**config.mk**
```make
export PLATFORM = sky130hd
export DESIGN_NAME = ndc_default_select
export DESIGN_NICKNAME = d
export VERILOG_FILES = /design/src/verilog/ndc_default_select.v
export VERILOG_INCLUDE_DIRS = /design/src /design/src/verilog
export SDC_FILE = /design/constraint.sdc
export NUM_CORES = 1
export LEC_CHECK = 0
export BUFFER_PORTS_ARGS = -buffer_cell sky130_fd_sc_hd__buf_2
export CELL_PAD_IN_SITES_DETAIL_PLACEMENT = 1
export CELL_PAD_IN_SITES_GLOBAL_PLACEMENT = 1
export CORE_UTILIZATION = 36
export DETAILED_ROUTE_END_ITERATION = 7
export PLACE_DENSITY = 0.9
export SYNTH_ARGS = -nofsm -noshare
export SYNTH_HDL_FRONTEND = slang
export SYNTH_SLANG_ARGS = --single-unit
```
**constraint.sdc**
```tcl
create_clock -name i_ref_clk -period 2.9 [get_ports i_ref_clk]
set_clock_uncertainty 0.2 [all_clocks]
set_input_delay 0.725 -clock i_ref_clk [delete_from_list [all_inputs] [get_ports i_ref_clk]]
set_output_delay 0.725 -clock i_ref_clk [all_outputs]
set_load 0.05 [all_outputs]
```
**src/verilog/ndc_select_map.vh**
```
// Constants for the default configuration selector: states, field indices, codes
`ifndef NDC_SELECT_MAP_VH
`define NDC_SELECT_MAP_VH

// Device state codes on i_dev_state
`define NDC_ST_UNLOCKED  3'h0
`define NDC_ST_LOCKED    3'h1
`define NDC_ST_FAILSAFE  3'h2
`define NDC_ST_STANDBY   3'h3
`define NDC_ST_SELFTEST  3'h4

// Mapped field count and slot width
`define NDC_NFIELDS      20
`define NDC_FW           8

// Mapped configuration fields, indices 0..19
`define NDC_F_DIN_EN     6'h00
`define NDC_F_DIN_OPT    6'h01
`define NDC_F_BYPASS     6'h02
`define NDC_F_FAILSAFE_OUTPUT_MODE    6'h03
`define NDC_F_DEF_EN     6'h04
`define NDC_F_TNOM       6'h05
`define NDC_F_OVC_THR    6'h06
`define NDC_F_HSC_THR    6'h07
`define NDC_F_VDS_THR    6'h08
`define NDC_F_NTC_THR    6'h09
`define NDC_F_WD_TIME    6'h0A
`define NDC_F_UV_THR     6'h0B
`define NDC_F_RETRY_T    6'h0C
`define NDC_F_CCM_VOUT   6'h0D
`define NDC_F_CCM_TON_MF 6'h0E
`define NDC_F_CCM_TON    6'h0F
`define NDC_F_CCM_T      6'h10
`define NDC_F_CCM_SC_T   6'h11
`define NDC_F_CCM_SC_NB  6'h12
`define NDC_F_CCM_TMO    6'h13

// Unmapped control fields
`define NDC_C_OUTPUT_SWITCH_CONTROL     6'h14
`define NDC_C_BYPASS     6'h15
`define NDC_C_ST_START   6'h16
`define NDC_C_ST_STOP    6'h17
`define NDC_C_ST_CFG     6'h18
`define NDC_C_UNLK_REQ   6'h19
`define NDC_C_STANDBY    6'h1A
`define NDC_C_CHG_GO     6'h1B
`define NDC_C_CHG_HALT   6'h1C
`define NDC_C_LOCK_EN    6'h1D
`define NDC_C_UPLOAD     6'h1E
`define NDC_C_UNLOCK     6'h1F
`define NDC_C_WD_KICK    6'h20

// Fail-safe output mode codes (00 and 01 both mean direct input)
`define NDC_FS_LAST      2'h2
`define NDC_FS_OFF       2'h3

// Use classes of the stored defaults
`define NDC_USE_LOCKED   2'h0
`define NDC_USE_FS_SB    2'h1
`define NDC_USE_FS       2'h2
`define NDC_USE_BOTH     2'h3

`endif

```
**src/verilog/ndc_default_select.v**
```verilog
// Default configuration selector: RAM versus stored defaults, write gating, upload
`include "ndc_select_map.vh"

module ndc_default_select #(
	parameter NF = `NDC_NFIELDS,
	parameter FW = `NDC_FW
) (
	// Clock and reset
	input  wire              i_ref_clk,
	input  wire              i_resetn,
	// Device state from the state machine, same clock
	input  wire [2:0]        i_dev_state,
	// Stored default set as read from the customer sector
	input  wire [NF*FW-1:0]  i_nvm_default,
	// Field write port from the serial interface decoder
	input  wire              i_wr_valid,
	input  wire [5:0]        i_wr_field,
	input  wire [FW-1:0]     i_wr_data,
	// Configuration views
	output reg  [NF*FW-1:0]  o_ram_cfg,
	output reg  [NF*FW-1:0]  o_eff_cfg,
	// Status
	output reg               o_wr_refused,
	output reg               o_default_active,
	output reg               o_default_upload_trigger,
	// Control levels
	output reg               o_output_switch_control,
	output reg               o_bypass_switch_control,
	output reg               o_selftest_cfg,
	output reg               o_locked_mode_en,
	// Control pulses
	output reg               o_selftest_start,
	output reg               o_selftest_stop,
	output reg               o_unlocked_request,
	output reg               o_standby_request,
	output reg               o_cap_charge_go,
	output reg               o_cap_charge_halt,
	output reg               o_unlock,
	output reg               o_watchdog_kick
);

	// Use class of each mapped field
	function [1:0] ndc_use;
		input integer idx;
		begin
			if (idx == `NDC_F_DIN_EN || idx == `NDC_F_DIN_OPT) begin
				ndc_use = `NDC_USE_LOCKED;
			end else if (idx == `NDC_F_BYPASS) begin
				ndc_use = `NDC_USE_FS_SB;
			end else if (idx == `NDC_F_FAILSAFE_OUTPUT_MODE) begin
				ndc_use = `NDC_USE_FS;
			end else begin
				ndc_use = `NDC_USE_BOTH;
			end
		end
	endfunction

	// Control fields still writable in fail-safe output mode 10/11
	function ndc_fs_ctl_ok;
		input [5:0] fld;
		begin
			ndc_fs_ctl_ok = (fld == `NDC_C_UNLK_REQ) || (fld == `NDC_C_STANDBY) ||
				(fld == `NDC_C_UPLOAD) || (fld == `NDC_C_UNLOCK);
		end
	endfunction

	// State decode
	wire in_fs = (i_dev_state == `NDC_ST_FAILSAFE);
	wire in_lk = (i_dev_state == `NDC_ST_LOCKED);
	wire in_sb = (i_dev_state == `NDC_ST_STANDBY);
	wire in_st = (i_dev_state == `NDC_ST_SELFTEST);
	wire in_ul = (i_dev_state == `NDC_ST_UNLOCKED);

	// Enable bit taken from the stored set, never from the RAM copy
	wire def_en = i_nvm_default[`NDC_F_DEF_EN*FW];
	// Stored and RAM fail-safe output modes
	wire [1:0] nvm_failsafe_output_mode = i_nvm_default[`NDC_F_FAILSAFE_OUTPUT_MODE*FW +: 2];
	wire [1:0] ram_failsafe_output_mode = o_ram_cfg[`NDC_F_FAILSAFE_OUTPUT_MODE*FW +: 2];

	wire def_fs_ok = def_en && (nvm_failsafe_output_mode != `NDC_FS_OFF);
	// Defaults live in fail-safe
	wire def_in_fs = in_fs && def_fs_ok;
	// Output mode actually in force during fail-safe
	wire [1:0] act_failsafe_output_mode = def_in_fs ? nvm_failsafe_output_mode : ram_failsafe_output_mode;

	wire fs_wr_lock = in_fs && act_failsafe_output_mode[1];

	// Field class of the incoming write
	wire is_map = (i_wr_field < NF);
	wire is_ctl = !is_map && (i_wr_field <= `NDC_C_WD_KICK);

	// Mapped writes refused in fail-safe mode 10/11 and in locked with defaults off
	wire map_ok = !fs_wr_lock && !(in_lk && !def_en);
	// Control fields stay open in locked; fail-safe mode 10/11 keeps a few
	wire ctl_ok = !fs_wr_lock || ndc_fs_ctl_ok(i_wr_field);

	// Accepted writes
	wire wr_map = i_wr_valid && is_map && map_ok;
	wire wr_ctl = i_wr_valid && is_ctl && ctl_ok;
	wire set1   = i_wr_data[0];

	// Upload has no effect in fail-safe with defaults off
	wire upload_go = wr_ctl && (i_wr_field == `NDC_C_UPLOAD) && set1 && !(in_fs && !def_en);

	// Per-field selection and storage
	genvar gi;
	generate
		for (gi = 0; gi < NF; gi = gi + 1) begin : g_fld
			wire [1:0] use_cls = ndc_use(gi);
			reg        apply;

			// Decide whether the stored default governs this field now
			always @* begin
				case (use_cls)
					`NDC_USE_LOCKED: apply = def_en && in_lk;
					`NDC_USE_FS_SB:  apply = def_in_fs || (def_en && in_sb);
					`NDC_USE_FS:     apply = def_in_fs;
					`NDC_USE_BOTH:   apply = def_in_fs || (def_en && in_lk);
					default:         apply = 1'b0;
				endcase
			end

			// Effective view, registered so consumers see clean values
			always @(posedge i_ref_clk) begin
				if (!i_resetn) begin
					o_eff_cfg[gi*FW +: FW] <= {FW{1'b0}};
				end else if (gi == `NDC_F_DEF_EN) begin
					// Only the stored enable is ever effective
					o_eff_cfg[gi*FW +: FW] <= i_nvm_default[gi*FW +: FW];
				end else begin
					o_eff_cfg[gi*FW +: FW] <= apply ? i_nvm_default[gi*FW +: FW]
						: o_ram_cfg[gi*FW +: FW];
				end
			end

			// RAM copy: upload beats a user write in the same cycle
			always @(posedge i_ref_clk) begin
				if (!i_resetn) begin
					o_ram_cfg[gi*FW +: FW] <= {FW{1'b0}};
				end else if (o_default_upload_trigger) begin
					o_ram_cfg[gi*FW +: FW] <= i_nvm_default[gi*FW +: FW];
				end else if (wr_map && (i_wr_field == gi)) begin
					o_ram_cfg[gi*FW +: FW] <= i_wr_data;
				end
			end
		end
	endgenerate

	// Upload trigger: held one cycle while the copy happens
	always @(posedge i_ref_clk) begin
		if (!i_resetn) begin
			o_default_upload_trigger <= 1'b0;
		end else begin
			o_default_upload_trigger <= upload_go;
		end
	end

	// Summary flag of defaults in force
	always @(posedge i_ref_clk) begin
		if (!i_resetn) begin
			o_default_active <= 1'b0;
		end else begin
			// Nothing applies without the stored enable
			o_default_active <= def_in_fs || (def_en && (in_lk || in_sb));
		end
	end

	// Refusal pulse for any write not taken
	always @(posedge i_ref_clk) begin
		if (!i_resetn) begin
			o_wr_refused <= 1'b0;
		end else begin
			o_wr_refused <= i_wr_valid && !wr_map && !wr_ctl;
		end
	end

	// Control levels, kept until rewritten
	always @(posedge i_ref_clk) begin
		if (!i_resetn) begin
			o_output_switch_control <= 1'b0;
			o_bypass_switch_control <= 1'b0;
			o_selftest_cfg          <= 1'b0;
			o_locked_mode_en        <= 1'b0;
		end else if (wr_ctl) begin
			case (i_wr_field)
				`NDC_C_OUTPUT_SWITCH_CONTROL:  o_output_switch_control <= set1;
				`NDC_C_BYPASS:  o_bypass_switch_control <= set1;
				`NDC_C_ST_CFG:  o_selftest_cfg          <= set1;
				`NDC_C_LOCK_EN: o_locked_mode_en        <= set1;
				default: begin
					// Trigger fields handled below; upload handled above
					o_locked_mode_en <= o_locked_mode_en;
				end
			endcase
		end
	end

	// Trigger pulses, one cycle after an accepted write of one
	always @(posedge i_ref_clk) begin
		if (!i_resetn) begin
			o_selftest_start   <= 1'b0;
			o_selftest_stop    <= 1'b0;
			o_unlocked_request <= 1'b0;
			o_standby_request  <= 1'b0;
			o_cap_charge_go    <= 1'b0;
			o_cap_charge_halt  <= 1'b0;
			o_unlock           <= 1'b0;
			o_watchdog_kick    <= 1'b0;
		end else begin
			o_selftest_start   <= wr_ctl && set1 && (i_wr_field == `NDC_C_ST_START);
			// Stop ignored outside unlocked and self-test
			o_selftest_stop    <= wr_ctl && set1 && (i_wr_field == `NDC_C_ST_STOP) &&
				(in_ul || in_st);
			o_unlocked_request <= wr_ctl && set1 && (i_wr_field == `NDC_C_UNLK_REQ);
			o_standby_request  <= wr_ctl && set1 && (i_wr_field == `NDC_C_STANDBY);
			o_cap_charge_go    <= wr_ctl && set1 && (i_wr_field == `NDC_C_CHG_GO);
			o_cap_charge_halt  <= wr_ctl && set1 && (i_wr_field == `NDC_C_CHG_HALT);
			o_unlock           <= wr_ctl && set1 && (i_wr_field == `NDC_C_UNLOCK);
			o_watchdog_kick    <= wr_ctl && set1 && (i_wr_field == `NDC_C_WD_KICK);
		end
	end

endmodule

```
==> results.toml, run 1 <==
[status]
status = "completed"

[floorplan]
die_h_um = 198
core_area_um2 = 37800
start_util = 0.367
dieArea_um2 = 39400
floorplan.rows = 71
fp.dieW_um = 198
ioPinCount = 515

[cells_and_area]
nets = 2157
stdcell_count = 2529
design_area_um2 = 18400
area_delta_synth_final_pct = 32.6
top_regs = "o_eff_cfg x160, o_ram_cfg x160"
layout-drive-gt1-share = 0.329

[global_route]
grt_first_pass_wirelength_um = 83500
antenna_found_initial = 11
grt_overflow = 0
grt_max_degree = 101
grt_pass1_vias = 14132
grt.total_usage = 0.278

[min_path]
hold_class = "in2reg"

[critical_path]
cpLargestDelayFamily = "simple AND/OR/NAND/NOR gates"
worstSetupEndpointType = "flop"
cp_num_buf_inv = 3
cp_common_cell = "buf_4"
start_kind = "primary input"
crit_path_max_fanout = 32
crit_slowest_cell = "buf_4"
max_stage_delay_ns = 0.36
required_ns = 3.12
path_class = "in2reg"
rrSetupSlack_ns = 0.89
path_cells = "buf_2 > and2b_1 > nand4b_1 > buf_4 > and2_4 > buf_4 > nand2_1 > a21boi_0"
cp.arrival_ns = 2.55

[clock_network]
clkLatencyLatePin_ns = 0.54
cts.clk_slew.worst_paths_ns = 0.06
cts_root_buf = "clkbuf_16"
cts_tree = "done"
cts_buffers = 38
hold_buffers = 0
clock-sinks = 335
cts_buffer_depth = 3
cts-resized-gates = 0
cts_setup_buffers = 0
cts-htree-levels = 2

[sta]
relSlewSlack = 0.472
whs_ns = 0.201
hold_violations = 0
period_share = 0.804
slew_viol_final = 0
finalCriticalPeriod_ns = 2.33
tightest_slew_ns = 0.792
setup_viol_count_final = 0
fin_setup_tns_ns = 0
timing.final.ws_setup_ns = 0.568
rsz0062_at_grt = "false"
max_clock_freq_mhz = 429

[routing]
via_per_inst = 5.38
first_pass_iters = 5
ant_nets = 0
wl_um = 57000
wl_per_cell_um = 22.5
vias = 13608
remaining_drc_errors = 0
detail_route.iter0.violations = 677

[synthesis]
yosys.area.top_type_share = 0.483
yosysSeqAreaShare = 0.483
syn_inst = 1509
synth_warnings = 0
synth_top_area_cell = "dfxtp_1"
async_flop_share = 0
synthTopCellsByArea = "dfxtp_1 48%, mux2i_1 12%, nand2_1 7.7%, a21boi_0 7.4%, o21ai_0 5.9%"
ys.flop_type = "dfxtp_1"
synth-seq-cells = 335
ys_types = 47
syn_avg_cell_area_um2 = 9.20
syn-cell-area_um2 = 13900
synth_edf_count = 0
synth_fp_nets = 1689

[pwr]
power.density_nw_per_um2 = 579
peakVddDrop_mv = 0.406
power_leakage_nw = 8.87

[placement]
placed_cell_area_um2 = 17100
gp_congestion = 0.855
dp_slack_ns = 0.0870
hpwl_um = 39100
dpl.cell_count = 2448
port_buffers = 514

[job]
max-cap-violations = 0
Yosys cell counts, drive strengths merged (2+ instances only):
library cell,count
nand2,287
a21oi,145
clkbuf,97
nand3,5
nor4,4
nor3b,19
and2,11
and2b,2
inv,2
mux2i,161
a21boi,136
o21ai,164
nor2,5
dfxtp,335
nor4b,3
nor3,39
nand4,25
buf,35
nand2b,5
nor2b,17
path summary, 6_finish.rpt:
| kind | from | to | cells after the start |
|---|---|---|---|
| setup / recovery | i_nvm_default[32] | o_eff_cfg[70] | 8 |
| hold / removal | i_nvm_default[33] | o_eff_cfg[33] | 2 |
| setup reg to reg | o_ram_cfg[25] | o_default_upload_trigger | 5 |
| hold reg to reg | o_selftest_cfg | o_selftest_cfg | 2 |
stage by stage:
step                      power [mW]  utilization
after floorplan                 5.28            -
after global placement          5.64        0.451
after detailed placement        5.67        0.451
after CTS                       10.7        0.485
after global routing            11.0        0.486
final                           10.6        0.486
worst register-to-register path, cell delays in order (launching register included):
cell and delay [ns]:
dfxtp_1 0.36, o221ai_4 0.29, a31o_2 0.25, nand2_2 0.09, a2111oi_0 0.56, buf_4 0.21
power by group:
group | total, mW | leakage [nW] | internal, mW | switching, mW
clock network | 5.06 | 0.653 | 3.07 | 1.99
registers | 4.67 | 2.71 | 4.65 | 0.0189
logic | 0.912 | 5.51 | 0.271 | 0.640
cell type report:
| cell class | instances | area [um2] |
|---|---|---|
| fillers | 4522 | 19400 |
| flip-flops and latches | 335 | 6710 |
| multi-input cells | 1039 | 6580 |
| repair buffers | 560 | 3110 |
| clock buffers | 57 | 1180 |
| well taps | 511 | 639 |
| clock inverters | 11 | 138 |
| diodes | 13 | 32.5 |
| inverters | 3 | 18.8 |
metal layers:
metal / routed length, um / GRT usage
met5: 0 / 0
met4: 2590 / 0.157
met3: 3170 / 0.0521
met2: 28600 / 0.481
met1: 22600 / 0.322
cell usage in the layout (no fill, tap or decap), drive strengths merged, types with 13 or more instances in the layout:
cell type	count
o21ai	164
diode	13
nor3b	19
a21boi	136
a21oi	145
nor2b	17
nand4	25
clkbuf	57
nor3	39
nand2	287
dfxtp	335
mux2i	161
buf	560
cells by family (layout without fill, tap and decap cells):
kind of cell           Yosys count  in the layout  synth area share
AO/OA/AOI/OAI                  450            450             0.189
XOR/XNOR                         1              1          0.000631
buffers and inverters          135            631            0.0436
flip-flops                     335            335             0.483
multiplexers                   161            161             0.116
other                            0             13                 0
AND/OR/NAND/NOR                427            427             0.167
Power figures use the tool's default switching activity.
==> run 2, diff against run 1 <==
Clock period 2.9 ns to 2.15 ns, I/O delays scaled along.
==> run 2 against run 1 <==
  * Non-clock buffer count up 63
  * First-iteration DRC count decreased by 13%
  * Final cell count up 2.2%
  * Critical path type is now reg2out
  * Largest cell class unchanged
  * Highest routed layer is now met5
==> results.toml, run 2 (synthesized netlist as in run 1, its figures left out) <==
[status]
status = "completed"

[floorplan]
die_h_um = 198
core_area_um2 = 37800
fp.dieW_um = 198
dieArea_um2 = 39400
floorplan.rows = 71
ioPinCount = 515
start_util = 0.367

[critical_path]
crit_path_max_fanout = 3
cpLargestDelayFamily = "flip-flops"
cp-startpoint = "o_default_upload_trigger"
path_class = "reg2out"
cp_num_buf_inv = 1
start_kind = "flop"
max_stage_delay_ns = 0.50
crit_slowest_cell = "dfxtp_1"
cp.arrival_ns = 1.32
worstSetupEndpointType = "output pin"
required_ns = 1.41
path_cells = "buf_4"
timing.rr.start = "o_ram_cfg[25]"

[routing]
remaining_drc_errors = 0
first_pass_iters = 5
wl_per_cell_um = 22.9
detail_route.iter0.violations = 588
vias = 13952
wl_um = 59100
ant_nets = 0
via_per_inst = 5.40

[sta]
fin_setup_tns_ns = 0
finalCriticalPeriod_ns = 2.06
period_share = 0.957
whs_ns = 0.0445
relSlewSlack = 0.467
max_clock_freq_mhz = 486
hold_violations = 0
slew_viol_final = 0
tightest_slew_ns = 0.799
setup_viol_count_final = 0
rsz0062_at_grt = "false"

[cells_and_area]
seq_area_um2 = 6710
area_delta_synth_final_pct = 37.8
layout-drive-gt1-share = 0.348
fin_util = 0.505
nFillCells = 4485
top_regs = "o_eff_cfg x160, o_ram_cfg x160"
multi_input_area_um2 = 6580
layout_commonest_cell = "buf_2"
mostFrequentLayoutCells = "512 x buf_2, 335 x dfxtp_1, 285 x nand2_1, 164 x o21ai_0, 161 x mux2i_1"
nets = 2220

[pwr]
power_leakage_nw = 9.26
power.total_mw = 14.8
power.density_nw_per_um2 = 773
peakVddDrop_mv = 0.613

[clock_network]
cts_buffer_depth = 3
clock-sinks = 335
clkLatencyLatePin_ns = 0.54
cts.clk_slew.worst_paths_ns = 0.06
cts-htree-levels = 2
cts_buffers = 38
cts_tree = "done"
cts_root_buf = "clkbuf_16"

[global_route]
grt_pass1_vias = 14703
grt.total_usage = 0.290
antenna_found_initial = 10
grt_overflow = 0
grt_max_degree = 102
grt_first_pass_wirelength_um = 86700

[min_path]
hold_class = "in2reg"
min_from = "i_nvm_default[36]"

[placement]
gp_congestion = 0.869
hpwl_um = 41500
port_buffers = 514

[job]
max-cap-violations = 0
run 2: cell count changes in the layout (fill, tap and decap cells not counted), sizes merged:
| cell | delta |
|---|---|
| diode | -5 |
| dlygate4sd3 | +3 |
| buf | +60 |
| bufinv | +3 |
| clkinvlp | +1 |
| clkinv | -3 |
| clkbuf | -3 |
run 2: cell type report:
class,instances,share of cell area
sequential,335,0.351
tap,511,0.0334
antenna,8,0.00105
timing repair buffer,623,0.198
inverter,3,0.000981
clock inverter,12,0.0114
clock buffer,54,0.0599
multi-input combinational,1039,0.344
run 2: path summary, 6_finish.rpt:
path | cells past startpoint | end | slack, ns
hold reg to reg | 2 | o_bypass_switch_control | 0.27
hold / removal | 2 | o_eff_cfg[36] | 0.04
setup reg to reg | 5 | o_ram_cfg[123] | 0.25
setup / recovery | 1 | o_default_upload_trigger | 0.09
run 2: report_power, final:
part	switching, mW	leakage [nW]	internal, mW
clock network	2.68	0.669	4.43
logic	0.908	5.89	0.464
registers	0.0287	2.71	6.28
total	3.61	9.26	11.2
run 2: what timing repair did:
item                                   in CTS  in global routing
hold buffers                                3                  0
buffers inserted                            0                  0
endpoints found under the hold margin       3                  0
setup endpoints to repair                   1                  0
gates resized for setup                     1                  0
run 2: metrics by stage:
step | cells | setup slack [ns] | area [um2]
2_1_floorplan | 1509 | 0.00374 | 13900
3_3_place_gp | 2508 | -0.185 | 17700
3_5_place_dp | 2508 | -0.278 | 17700
4_1_cts | 2577 | 0.0606 | 19100
5_1_grt | 2583 | 0.0452 | 19100
6_report | 2585 | 0.0918 | 19100
run 2: layer usage:
metal	share of wire	global-route usage	vias up
met4	0.051	0.169	4
met5	0.00054	0	-
met1	0.38	0.326	6846
met2	0.50	0.503	589
li1	-	-	6314
met3	0.069	0.0641	199
